--- config.mk ---
export PLATFORM = sky130hd
export DESIGN_NAME = adc_request_result_control
export DESIGN_NICKNAME = d
export VERILOG_FILES = /design/src/inc/adc_ctrl_pkg.sv /design/src/hdl/adc_request_result_control.sv
export SDC_FILE = /design/constraint.sdc
export NUM_CORES = 2
export LEC_CHECK = 0
export BUFFER_PORTS_ARGS = -buffer_cell sky130_fd_sc_hd__buf_2
export CAP_MARGIN = 0
export CORE_UTILIZATION = 45
export CTS_CLUSTER_DIAMETER = 150
export CTS_CLUSTER_SIZE = 28
export DETAILED_ROUTE_END_ITERATION = 6
export HOLD_SLACK_MARGIN = 0.06
export PLACE_DENSITY = 0.7
export RECOVER_POWER = 25
export SETUP_SLACK_MARGIN = 0.2
export SYNTH_ARGS = -nofsm -noshare
export SYNTH_HDL_FRONTEND = slang
export SYNTH_SLANG_ARGS = --single-unit
--- constraint.sdc ---
create_clock -name clk -period 22.6 [get_ports clk]
set_input_delay 4.52 -clock clk [delete_from_list [all_inputs] [get_ports clk]]
set_output_delay 4.52 -clock clk [all_outputs]
set_load 0.02 [all_outputs]
--- src/inc/adc_ctrl_pkg.sv ---
// shared constants, register map and state types of the converter control block
package adc_ctrl_pkg;
	localparam int NCONV = 2;
	localparam int RES_N = 8;
	localparam int QDEPTH = 4;
	localparam int DW = 16;
	localparam int AW = 7;
	localparam int RW = 12;
	localparam int SARW = 10;
	localparam int NSH = 10;
	// address layout: bit 6 selects the shared bank, bit 4 the converter
	localparam int ADR_SHARED = 6;
	localparam int ADR_CONV = 4;
	localparam int ADR_RES = 3;
	// per-converter registers
	localparam logic [3:0] A_PAR_MASK = 4'h0;
	localparam logic [3:0] A_PAR_START = 4'h1;
	localparam logic [3:0] A_QUEUE = 4'h2;
	localparam logic [3:0] A_INSERT = 4'h3;
	localparam logic [3:0] A_PEND = 4'h4;
	// shared registers
	localparam logic [3:0] A_CTRL = 4'h0;
	localparam logic [3:0] A_TIMING = 4'h1;
	localparam logic [3:0] A_PRIO = 4'h2;
	localparam logic [3:0] A_LIM_LO = 4'h3;
	localparam logic [3:0] A_LIM_HI = 4'h4;
	localparam logic [3:0] A_RES_CFG = 4'h5;
	localparam logic [3:0] A_BWIRE = 4'h6;
	localparam logic [3:0] A_TRIG = 4'h7;
	localparam logic [3:0] A_STATUS = 4'h8;
	localparam logic [3:0] A_MASK = 4'h9;
	// control fields
	localparam int C_EN = 0;
	localparam int C_SYNC = 1;
	localparam int C_M8 = 2;
	localparam int C_MTEST = 3;
	localparam int C_EXT = 4;
	localparam int C_EXTA = 6;
	localparam int C_ETC = 7;
	// timing fields
	localparam int T_SAMP = 0;
	localparam int T_STEP = 8;
	// priority and target fields
	localparam int P_INS = 0;
	localparam int P_PAR = 2;
	localparam int P_QUE = 4;
	localparam int G_INS = 6;
	localparam int G_PAR = 9;
	localparam int G_QUE = 12;
	// result configuration fields
	localparam int R_WFR = 0;
	localparam int R_FIFO = 8;
	localparam int R_FLAST = 9;
	localparam int R_ACC = 12;
	localparam int R_LMODE = 14;
	// trigger fields
	localparam int TG_SEL = 0;
	localparam int TG_EN = 4;
	// status bits
	localparam int S_RES = 0;
	localparam int S_LIM = 2;
	localparam logic [15:0] RST_TIMING = 16'h0303;
	localparam logic [9:0] SAR_MSB = 10'h200;
	localparam logic [3:0] BIT_TOP = 4'h9;
	localparam logic [3:0] BIT_LOW10 = 4'h0;
	localparam logic [3:0] BIT_LOW8 = 4'h2;
	localparam logic [1:0] LM_OFF = 2'h0;
	localparam logic [1:0] LM_OUTSIDE = 2'h1;
	localparam logic [1:0] LM_INSIDE = 2'h2;

	typedef enum logic [1:0] {PH_IDLE, PH_SAMPLE, PH_CONV} phase_e;
	typedef enum logic [1:0] {SRC_INS, SRC_PAR, SRC_QUE} src_e;

	typedef struct packed {
		phase_e phase;
		logic [7:0] cnt;
		logic [3:0] bitn;
		logic [SARW-1:0] sar;
		logic m8;
		logic [3:0] chan;
		logic [2:0] tgt;
		logic [15:0] pmask;
		logic [15:0] pend;
		logic [QDEPTH-1:0][3:0] q;
		logic [2:0] qn;
		logic ins_v;
		logic [3:0] ins_ch;
		logic [RES_N-1:0][RW-1:0] res;
		logic [RES_N-1:0] vld;
		logic [2:0] wp;
		logic [2:0] rp;
		logic [RW-1:0] acc;
		logic [1:0] accn;
		logic [1:0] ext;
		logic etc;
	} conv_s;

	typedef struct packed {
		logic [NCONV-1:0] conv_dummy_pad;
		logic [NSH-1:0][DW-1:0] sh;
		logic [3:0] trig_q;
		logic [DW-1:0] rdata;
		conv_s [NCONV-1:0] cv;
	} state_s;

	// analog front-end controls of one converter
	typedef struct packed {
		logic [3:0] chan;
		logic sample;
		logic [SARW-1:0] dac;
		logic power;
		logic bw_pre;
		logic [1:0] ext_mux;
	} ana_s;
endpackage

--- src/hdl/adc_request_result_control.sv ---
// request sequencing, SAR control and result handling for two converters
//
// The implementer's own choices: the register offsets and strobed register access.
`timescale 1ns/1ps

module adc_request_result_control
	import adc_ctrl_pkg::*;
(
	input wire logic clk,
	input wire logic reset,
	input wire logic [AW-1:0] addr,
	input wire logic [DW-1:0] wdata,
	input wire logic wr,
	input wire logic rd,
	output logic [DW-1:0] rdata,
	input wire logic [3:0] trig_in,
	input wire logic [NCONV-1:0] cmp_hi,
	output ana_s [NCONV-1:0] ana,
	output logic [NCONV-1:0] etc_req,
	output logic mux_test,
	output logic irq
);
	state_s st_r;
	state_s st_nxt;
	logic [15:0] ctl, tim, pri, rcf, trg;
	logic [NCONV-1:0] has, stall, go, start;
	logic [NCONV-1:0][3:0] a_ch;
	logic [NCONV-1:0][2:0] a_tg;
	src_e [NCONV-1:0] a_src;

	function automatic logic [3:0] first_set(input logic [15:0] p);
		logic [3:0] f;
		f = 4'h0;
		for (int i = 15; i >= 0; i--)
			if (p[i])
				f = 4'(i);
		return f;
	endfunction

	function automatic logic [2:0] wrap(input logic [2:0] p, input logic [2:0] last);
		return (p == last) ? 3'h0 : p + 3'h1;
	endfunction

	// chained registers are addressed through the FIFO pointer instead
	function automatic logic [2:0] tmap(input logic [2:0] tg, input logic [15:0] cfg,
		input logic [2:0] ptr);
		return (cfg[R_FIFO] && tg <= cfg[R_FLAST +: 3]) ? ptr : tg;
	endfunction

	assign ctl = st_r.sh[A_CTRL];
	assign tim = st_r.sh[A_TIMING];
	assign pri = st_r.sh[A_PRIO];
	assign rcf = st_r.sh[A_RES_CFG];
	assign trg = st_r.sh[A_TRIG];

	// arbitration: ties go to insertion, then parallel, then queue
	always_comb
	begin
		has = '0;
		stall = '0;
		go = '0;
		a_ch = '0;
		a_tg = '0;
		for (int c = 0; c < NCONV; c++)
		begin
			logic [1:0] bp;
			logic [2:0] t;
			bp = 2'h0;
			t = 3'h0;
			a_src[c] = SRC_QUE;
			if (st_r.cv[c].qn != 3'h0)
			begin
				has[c] = 1'b1;
				a_src[c] = SRC_QUE;
				bp = pri[P_QUE +: 2];
				a_ch[c] = st_r.cv[c].q[0];
				a_tg[c] = pri[G_QUE +: 3];
			end
			if (st_r.cv[c].pend != 16'h0000 && (!has[c] || pri[P_PAR +: 2] >= bp))
			begin
				has[c] = 1'b1;
				a_src[c] = SRC_PAR;
				bp = pri[P_PAR +: 2];
				a_ch[c] = first_set(st_r.cv[c].pend);
				a_tg[c] = pri[G_PAR +: 3];
			end
			if (st_r.cv[c].ins_v && (!has[c] || pri[P_INS +: 2] >= bp))
			begin
				has[c] = 1'b1;
				a_src[c] = SRC_INS;
				a_ch[c] = st_r.cv[c].ins_ch;
				a_tg[c] = pri[G_INS +: 3];
			end
			t = tmap(a_tg[c], rcf, st_r.cv[c].wp);
			stall[c] = rcf[R_WFR + int'(t)] && st_r.cv[c].vld[t];
			go[c] = ctl[C_EN] && has[c] && !stall[c] && st_r.cv[c].phase == PH_IDLE;
		end
		// converter_one follows converter_zero so both sample together
		start[0] = go[0] && (!ctl[C_SYNC] || st_r.cv[1].phase == PH_IDLE);
		start[1] = ctl[C_SYNC] ? (start[0] && go[1]) : go[1];
	end

	always_comb
	begin
		logic [3:0] rise;
		logic [2:0] idx;
		logic [RW-1:0] val;
		logic outl, keep;
		rise = trig_in & ~st_r.trig_q;
		idx = 3'h0;
		val = '0;
		outl = 1'b0;
		keep = 1'b0;
		st_nxt = st_r;
		st_nxt.rdata = '0;
		st_nxt.trig_q = trig_in;
		if (rd && addr[ADR_SHARED])
			st_nxt.rdata = (addr[3:0] <= A_MASK) ? st_r.sh[addr[3:0]] : 16'h0000;
		if (wr && addr[ADR_SHARED] && addr[3:0] <= A_MASK)
			st_nxt.sh[addr[3:0]] = (addr[3:0] == A_STATUS) ? (st_r.sh[A_STATUS] & ~wdata)
				: wdata;
		for (int c = 0; c < NCONV; c++)
		begin
			logic sel;
			sel = !addr[ADR_SHARED] && addr[ADR_CONV] == 1'(c);
			st_nxt.cv[c].etc = 1'b0;
			// reads clear valid before a store in the same cycle can set it
			if (rd && sel && addr[ADR_RES])
			begin
				idx = tmap(addr[2:0], rcf, st_r.cv[c].rp);
				st_nxt.rdata = {st_r.cv[c].vld[idx], 3'h0, st_r.cv[c].res[idx]};
				st_nxt.cv[c].vld[idx] = 1'b0;
				if (idx == st_r.cv[c].rp && rcf[R_FIFO] && addr[2:0] <= rcf[R_FLAST +: 3])
					st_nxt.cv[c].rp = wrap(st_r.cv[c].rp, rcf[R_FLAST +: 3]);
			end
			else if (rd && sel && addr[3:0] == A_PEND)
				st_nxt.rdata = st_r.cv[c].pend;
			unique case (st_r.cv[c].phase)
				PH_IDLE:
				begin
					if (start[c])
					begin
						st_nxt.cv[c].phase = PH_SAMPLE;
						st_nxt.cv[c].cnt = tim[T_SAMP +: 8];
						st_nxt.cv[c].chan = (c == 1) ? {1'b0, a_ch[c][2:0]} : a_ch[c];
						st_nxt.cv[c].tgt = a_tg[c];
						st_nxt.cv[c].m8 = ctl[C_M8];
						st_nxt.cv[c].sar = SAR_MSB;
						st_nxt.cv[c].bitn = BIT_TOP;
						if (!ctl[C_EXTA])
							st_nxt.cv[c].ext = ctl[C_EXT +: 2];
						unique case (a_src[c])
							SRC_INS: st_nxt.cv[c].ins_v = 1'b0;
							SRC_PAR: st_nxt.cv[c].pend[a_ch[c]] = 1'b0;
							SRC_QUE:
							begin
								for (int i = 0; i < QDEPTH - 1; i++)
									st_nxt.cv[c].q[i] = st_r.cv[c].q[i + 1];
								st_nxt.cv[c].qn = st_r.cv[c].qn - 3'h1;
							end
						endcase
					end
				end
				PH_SAMPLE:
				begin
					if (st_r.cv[c].cnt == 8'h00)
					begin
						st_nxt.cv[c].phase = PH_CONV;
						st_nxt.cv[c].cnt = tim[T_STEP +: 8];
					end
					else
						st_nxt.cv[c].cnt = st_r.cv[c].cnt - 8'h01;
				end
				PH_CONV:
				begin
					if (st_r.cv[c].cnt != 8'h00)
						st_nxt.cv[c].cnt = st_r.cv[c].cnt - 8'h01;
					else
					begin
						if (!cmp_hi[c])
							st_nxt.cv[c].sar[st_r.cv[c].bitn] = 1'b0;
						if (st_r.cv[c].bitn == (st_r.cv[c].m8 ? BIT_LOW8 : BIT_LOW10))
						begin
							st_nxt.cv[c].phase = PH_IDLE;
							if (ctl[C_EXTA])
								st_nxt.cv[c].ext = st_r.cv[c].ext + 2'h1;
							val = st_r.cv[c].acc + RW'(st_nxt.cv[c].sar);
							if (st_r.cv[c].accn != rcf[R_ACC +: 2])
							begin
								st_nxt.cv[c].acc = val;
								st_nxt.cv[c].accn = st_r.cv[c].accn + 2'h1;
							end
							else
							begin
								st_nxt.cv[c].acc = '0;
								st_nxt.cv[c].accn = 2'h0;
								outl = val < st_r.sh[A_LIM_LO][RW-1:0]
									|| val > st_r.sh[A_LIM_HI][RW-1:0];
								unique case (rcf[R_LMODE +: 2])
									LM_OFF: keep = 1'b1;
									LM_OUTSIDE: keep = outl;
									LM_INSIDE: keep = !outl;
									default: keep = 1'b1;
								endcase
								if (rcf[R_LMODE +: 2] != LM_OFF && outl)
									st_nxt.sh[A_STATUS][S_LIM + c] = 1'b1;
								if (keep)
								begin
									idx = tmap(st_r.cv[c].tgt, rcf, st_r.cv[c].wp);
									st_nxt.cv[c].res[idx] = val;
									st_nxt.cv[c].vld[idx] = 1'b1;
									if (idx == st_r.cv[c].wp && rcf[R_FIFO]
										&& st_r.cv[c].tgt <= rcf[R_FLAST +: 3])
										st_nxt.cv[c].wp = wrap(st_r.cv[c].wp,
											rcf[R_FLAST +: 3]);
									st_nxt.sh[A_STATUS][S_RES + c] = 1'b1;
									st_nxt.cv[c].etc = ctl[C_ETC + c];
								end
							end
						end
						else
						begin
							st_nxt.cv[c].bitn = st_r.cv[c].bitn - 4'h1;
							st_nxt.cv[c].sar[st_r.cv[c].bitn - 4'h1] = 1'b1;
							st_nxt.cv[c].cnt = tim[T_STEP +: 8];
						end
					end
				end
				default: st_nxt.cv[c].phase = PH_IDLE;
			endcase
			// writes and triggers after consumption, so a start in the same cycle never loses a new request; a queue write is dropped if four remain after consumption
			if (wr && sel)
			begin
				unique case (addr[3:0])
					A_PAR_MASK: st_nxt.cv[c].pmask = wdata;
					A_PAR_START: st_nxt.cv[c].pend = st_nxt.cv[c].pend | st_r.cv[c].pmask;
					A_QUEUE:
						if (st_nxt.cv[c].qn < 3'(QDEPTH))
						begin
							st_nxt.cv[c].q[st_nxt.cv[c].qn[1:0]] = wdata[3:0];
							st_nxt.cv[c].qn = st_nxt.cv[c].qn + 3'h1;
						end
					A_INSERT:
					begin
						st_nxt.cv[c].ins_v = 1'b1;
						st_nxt.cv[c].ins_ch = wdata[3:0];
					end
					default: st_nxt.cv[c].ins_v = st_nxt.cv[c].ins_v;
				endcase
			end
			if (trg[TG_EN + c] && rise[trg[TG_SEL + 2 * c +: 2]])
				st_nxt.cv[c].pend = st_nxt.cv[c].pend | st_r.cv[c].pmask;
		end
		if (reset)
		begin
			st_nxt = '0;
			st_nxt.sh[A_TIMING] = RST_TIMING;
		end
	end

	always_ff @(posedge clk)
	begin
		st_r <= st_nxt;
	end

	always_comb
	begin
		for (int c = 0; c < NCONV; c++)
		begin
			ana[c].chan = st_r.cv[c].chan;
			ana[c].sample = st_r.cv[c].phase == PH_SAMPLE;
			ana[c].dac = st_r.cv[c].sar;
			ana[c].power = st_r.cv[c].phase != PH_IDLE;
			ana[c].bw_pre = ana[c].sample && st_r.sh[A_BWIRE][st_r.cv[c].chan]
				&& st_r.cv[c].cnt == tim[T_SAMP +: 8];
			ana[c].ext_mux = st_r.cv[c].ext;
			etc_req[c] = st_r.cv[c].etc;
		end
	end

	assign rdata = st_r.rdata;
	assign mux_test = ctl[C_MTEST];
	assign irq = |(st_r.sh[A_STATUS] & st_r.sh[A_MASK]);
endmodule

==> impl_results.md <==
* Fin. Hold Viols at 0
* Avg Cell Area, Syn at 8.16 um2
* Final Max Slew Viols at 566
* Power per cell area at 53.0 nW/um2
* Fraction of layout cells with a size suffix above 1 at 0.0616
* GPL Wtd Cong at 0.949
* Port Buffers at 88
* Nets at 3,987
* Clock net sink count at 609
* Dpl cells at 4,755
* Crit-path max FO at 197
* CTS tree: done
* First-pass GRT wire length at 159,000 um
* Final setup margin at 6.82 ns
* Vias per cell at 6.16
* WP data required at 22.63 ns
* Post-CTS setup buffers at 0
* Placed Area at 33,300 um2
* Minimum clock period at 15.78 ns
* Pre-CTS setup slack at 11.64 ns
* Critical path class: input pin to flip-flop
* Deepest level of the CTS H-tree at 1
* CP Cell Sequence: clkbuf_1 > clkbuf_1 > nor3b_1
* EDFF count, synth at 0
* Unique masters post-synth at 94
* CP Capture Type: flip-flop
* Fmax at 0.0634 GHz
* Post-detail-place hpwl at 74,100 um
* Worst Path Arrival at 15.81 ns
* Peak VDD IR at 0.0525 mV
* Commonest non-fill, non-tap cell in the layout: dfxtp_1
* GRT Total Usage at 0.275
* Ys flop type: dfxtp_1
* Crit Reg-Reg Endpoint: st_r[376]$_SDFF_PP0_
* Fin Hold WS at 0.458 ns
* Endpoint of the worst hold path: st_r[338]$_SDFFE_PP0P_
* CP dominant cell by count: clkbuf_1
* Hold Path Class: flip-flop to flip-flop
* Cts repair resizes at 0
* CTS root buf: clkbuf_16
* Synth Net Count at 4,138
* Drt drc at 0
* Core Area at 71,500 um2
* Max cap viols at 6
* Drt wl/cell at 22.0 um
* Setup violators final at 0
* Hold Crit Depth at 2
* Antenna violations before repair at 3
* Largest net degree at the start of global routing at 198
* Cell area after layout at 33,800 um2
* Critical-path top delay cell: clkbuf_1
* Worst path max stage delay at 6.28 ns
* WP buf/inv at 2
* Row count at 98
* Post-route insts no fill at 4,785
* Clk slew on worst S/H paths at 0.11 ns
* Die X at 271 um
* Tot Pwr at 1.79 mW
* Synth warnings at 0
* Vias at 29,500
* Cells after Synth at 3,983
* CTS hold repair buffers at 0
* Layout area overhead at 4.07%
* Crit start category: input pin
* Relative slew slack at -4.85
* Die height at 271 um
* Post-synthesis cell area at 32,500 um2
* Worst Skew at 0.0392 ns
* R2R Setup Slk at 13.60 ns
* Sequential fraction of the synthesis area at 0.375
* First-pass DRT Iterations at 7
* Least-Margin Pin Slew at 8.77 ns
* I/O pins at 91
* P_leak at 12.0 nW
* Grt total ovfl at 0
* Initial core utilization at 0.455
* Failing checks: max-capacitance violations, max-slew violations
* Routed Antenna Nets at 0
* Iteration-0 DRC Markers at 3,485
* Clock tree buffer depth at 3
* Routed WL at 105,000 um
* Async set-reset flop share out of synthesis at 0
* Crit Reg-Reg Startpoint: st_r[347]$_SDFF_PP0_
* Full die area at 73,300 um2
* CP top delay family: buffers and inverters
* Worst hold start: st_r[338]$_SDFFE_PP0P_
* Yosys reg bits at 609
* Final Util at 0.473
* Clock latency on the worst-skew pair at 0.64 ns
* Outcome: finished, violations left
* CTS Buf Count at 25
* Vias in the first global route at 26,400
* RSZ-0062 raised after global routing: false
* R2R cell count at 29
* Setup_tns at 0 ns
* Tcrit/Tclk final at 0.698
* Most frequent cells in the layout: 609 x dfxtp_1, 593 x nand2_1, 386 x a21oi_1, 359 x nor2_1, 172 x o21ai_0
## synth_stat cells, types with 8 or more instances
| cell | number | area [um2] |
|---|---|---|
| a32oi_1 | 16 | 140 |
| nand4_1 | 27 | 169 |
| inv_1 | 114 | 428 |
| nor2_1 | 364 | 1370 |
| o2111ai_1 | 17 | 149 |
| o21bai_1 | 8 | 60.1 |
| nand2b_1 | 29 | 181 |
| o31ai_1 | 8 | 60.1 |
| o21ai_1 | 12 | 60.1 |
| clkbuf_1 | 244 | 916 |
| nor2b_1 | 29 | 181 |
| a211oi_1 | 167 | 1250 |
| nand3_1 | 85 | 425 |
| ha_1 | 120 | 1500 |
| xor2_1 | 25 | 219 |
| or2_2 | 16 | 100 |
| a31oi_1 | 46 | 288 |
| a21boi_0 | 17 | 128 |
| and3_1 | 24 | 150 |
| or4_1 | 11 | 82.6 |
| dfxtp_1 | 609 | 12200 |
| nand2_1 | 593 | 2230 |
| a311oi_1 | 27 | 236 |
| or3_1 | 29 | 181 |
| nor4_1 | 17 | 106 |
| o21a_1 | 16 | 120 |
| xnor2_1 | 29 | 254 |
| o21ai_0 | 172 | 861 |
| mux4_2 | 39 | 878 |
| and2_1 | 18 | 113 |
| nor3_1 | 67 | 335 |
| o211ai_1 | 40 | 300 |
| a21oi_1 | 386 | 1930 |
| a32o_1 | 18 | 180 |
| buf_2 | 10 | 50.1 |
| buf_1 | 13 | 48.8 |
| mux2i_1 | 166 | 1660 |
| nor3b_1 | 11 | 82.6 |
| a21o_1 | 44 | 330 |
| buf_4 | 53 | 398 |
| a22oi_1 | 125 | 938 |
## worst register-to-register path: cells and delay by family (launching register included)
family          cells  cell delay, ns
simple gates       11            3.88
fa+ha+maj           4            1.04
buf+inv             3            0.47
flops               1            0.39
compound gates     11            2.79
## registers in the layout, indices dropped and copies added, names as in the netlist, 16 cells and up
signal  cells
rdata      16
trg        16
tim        16
pri        16
ctl        16
st_r      480
rcf        16
ana        31
## power breakdown
part | internal (mW) | switching [mW]
clock | 0.213 | 0.352
sequential | 1.08 | 0.00832
combinational | 0.0370 | 0.102
## per-layer routing
layer | vias to the layer above | global-route usage | wire (um)
li1 | 13900 | - | -
met1 | 14000 | 0.384 | 45100
met2 | 1262 | 0.426 | 46700
met3 | 215 | 0.0366 | 8780
met4 | 2 | 0.112 | 4840
met5 | - | 0 | 10
## worst max-delay path by stage
stage                                   to       from  depth (start not counted)  slack [ns]
floorplan           st_r[272]$_SDFFE_PP0P_  cmp_hi[1]                         26       12.79
global placement     etc_req[0]$_SDFF_PP0_  cmp_hi[0]                         22       11.64
detailed placement   etc_req[0]$_SDFF_PP0_  cmp_hi[0]                         23       11.64
CTS                  etc_req[0]$_SDFF_PP0_  cmp_hi[0]                         23       12.26
global route         etc_req[0]$_SDFF_PP0_      reset                          3        5.95
finish               etc_req[0]$_SDFF_PP0_      reset                          3        6.82
## kinds of logic (layout without fill, tap and decap cells)
kind of cell	after synthesis	count (layout)	share of synthesized area
buffers and inverters	437	287	0.0574
flip-flops	609	609	0.375
other	1	3	0.000115
AND/OR/NAND/NOR	1357	1357	0.187
adder cells (fa/ha/maj)	122	122	0.0474
AO/OA/AOI/OAI	1190	1190	0.238
XOR/XNOR	54	54	0.0145
multiplexers	213	213	0.0811
## final cells by class
class	instances	area (um2)
Sequential cell	609	12200
Multi-Input combinational cell	2937	18600
Clock buffer	25	626
Fill cell	7033	37700
Inverter	115	433
Clock inverter	3	43.8
Timing Repair Buffer	144	778
Antenna cell	2	5.00
Tap cell	950	1190
Power figures use the tool's default switching activity.
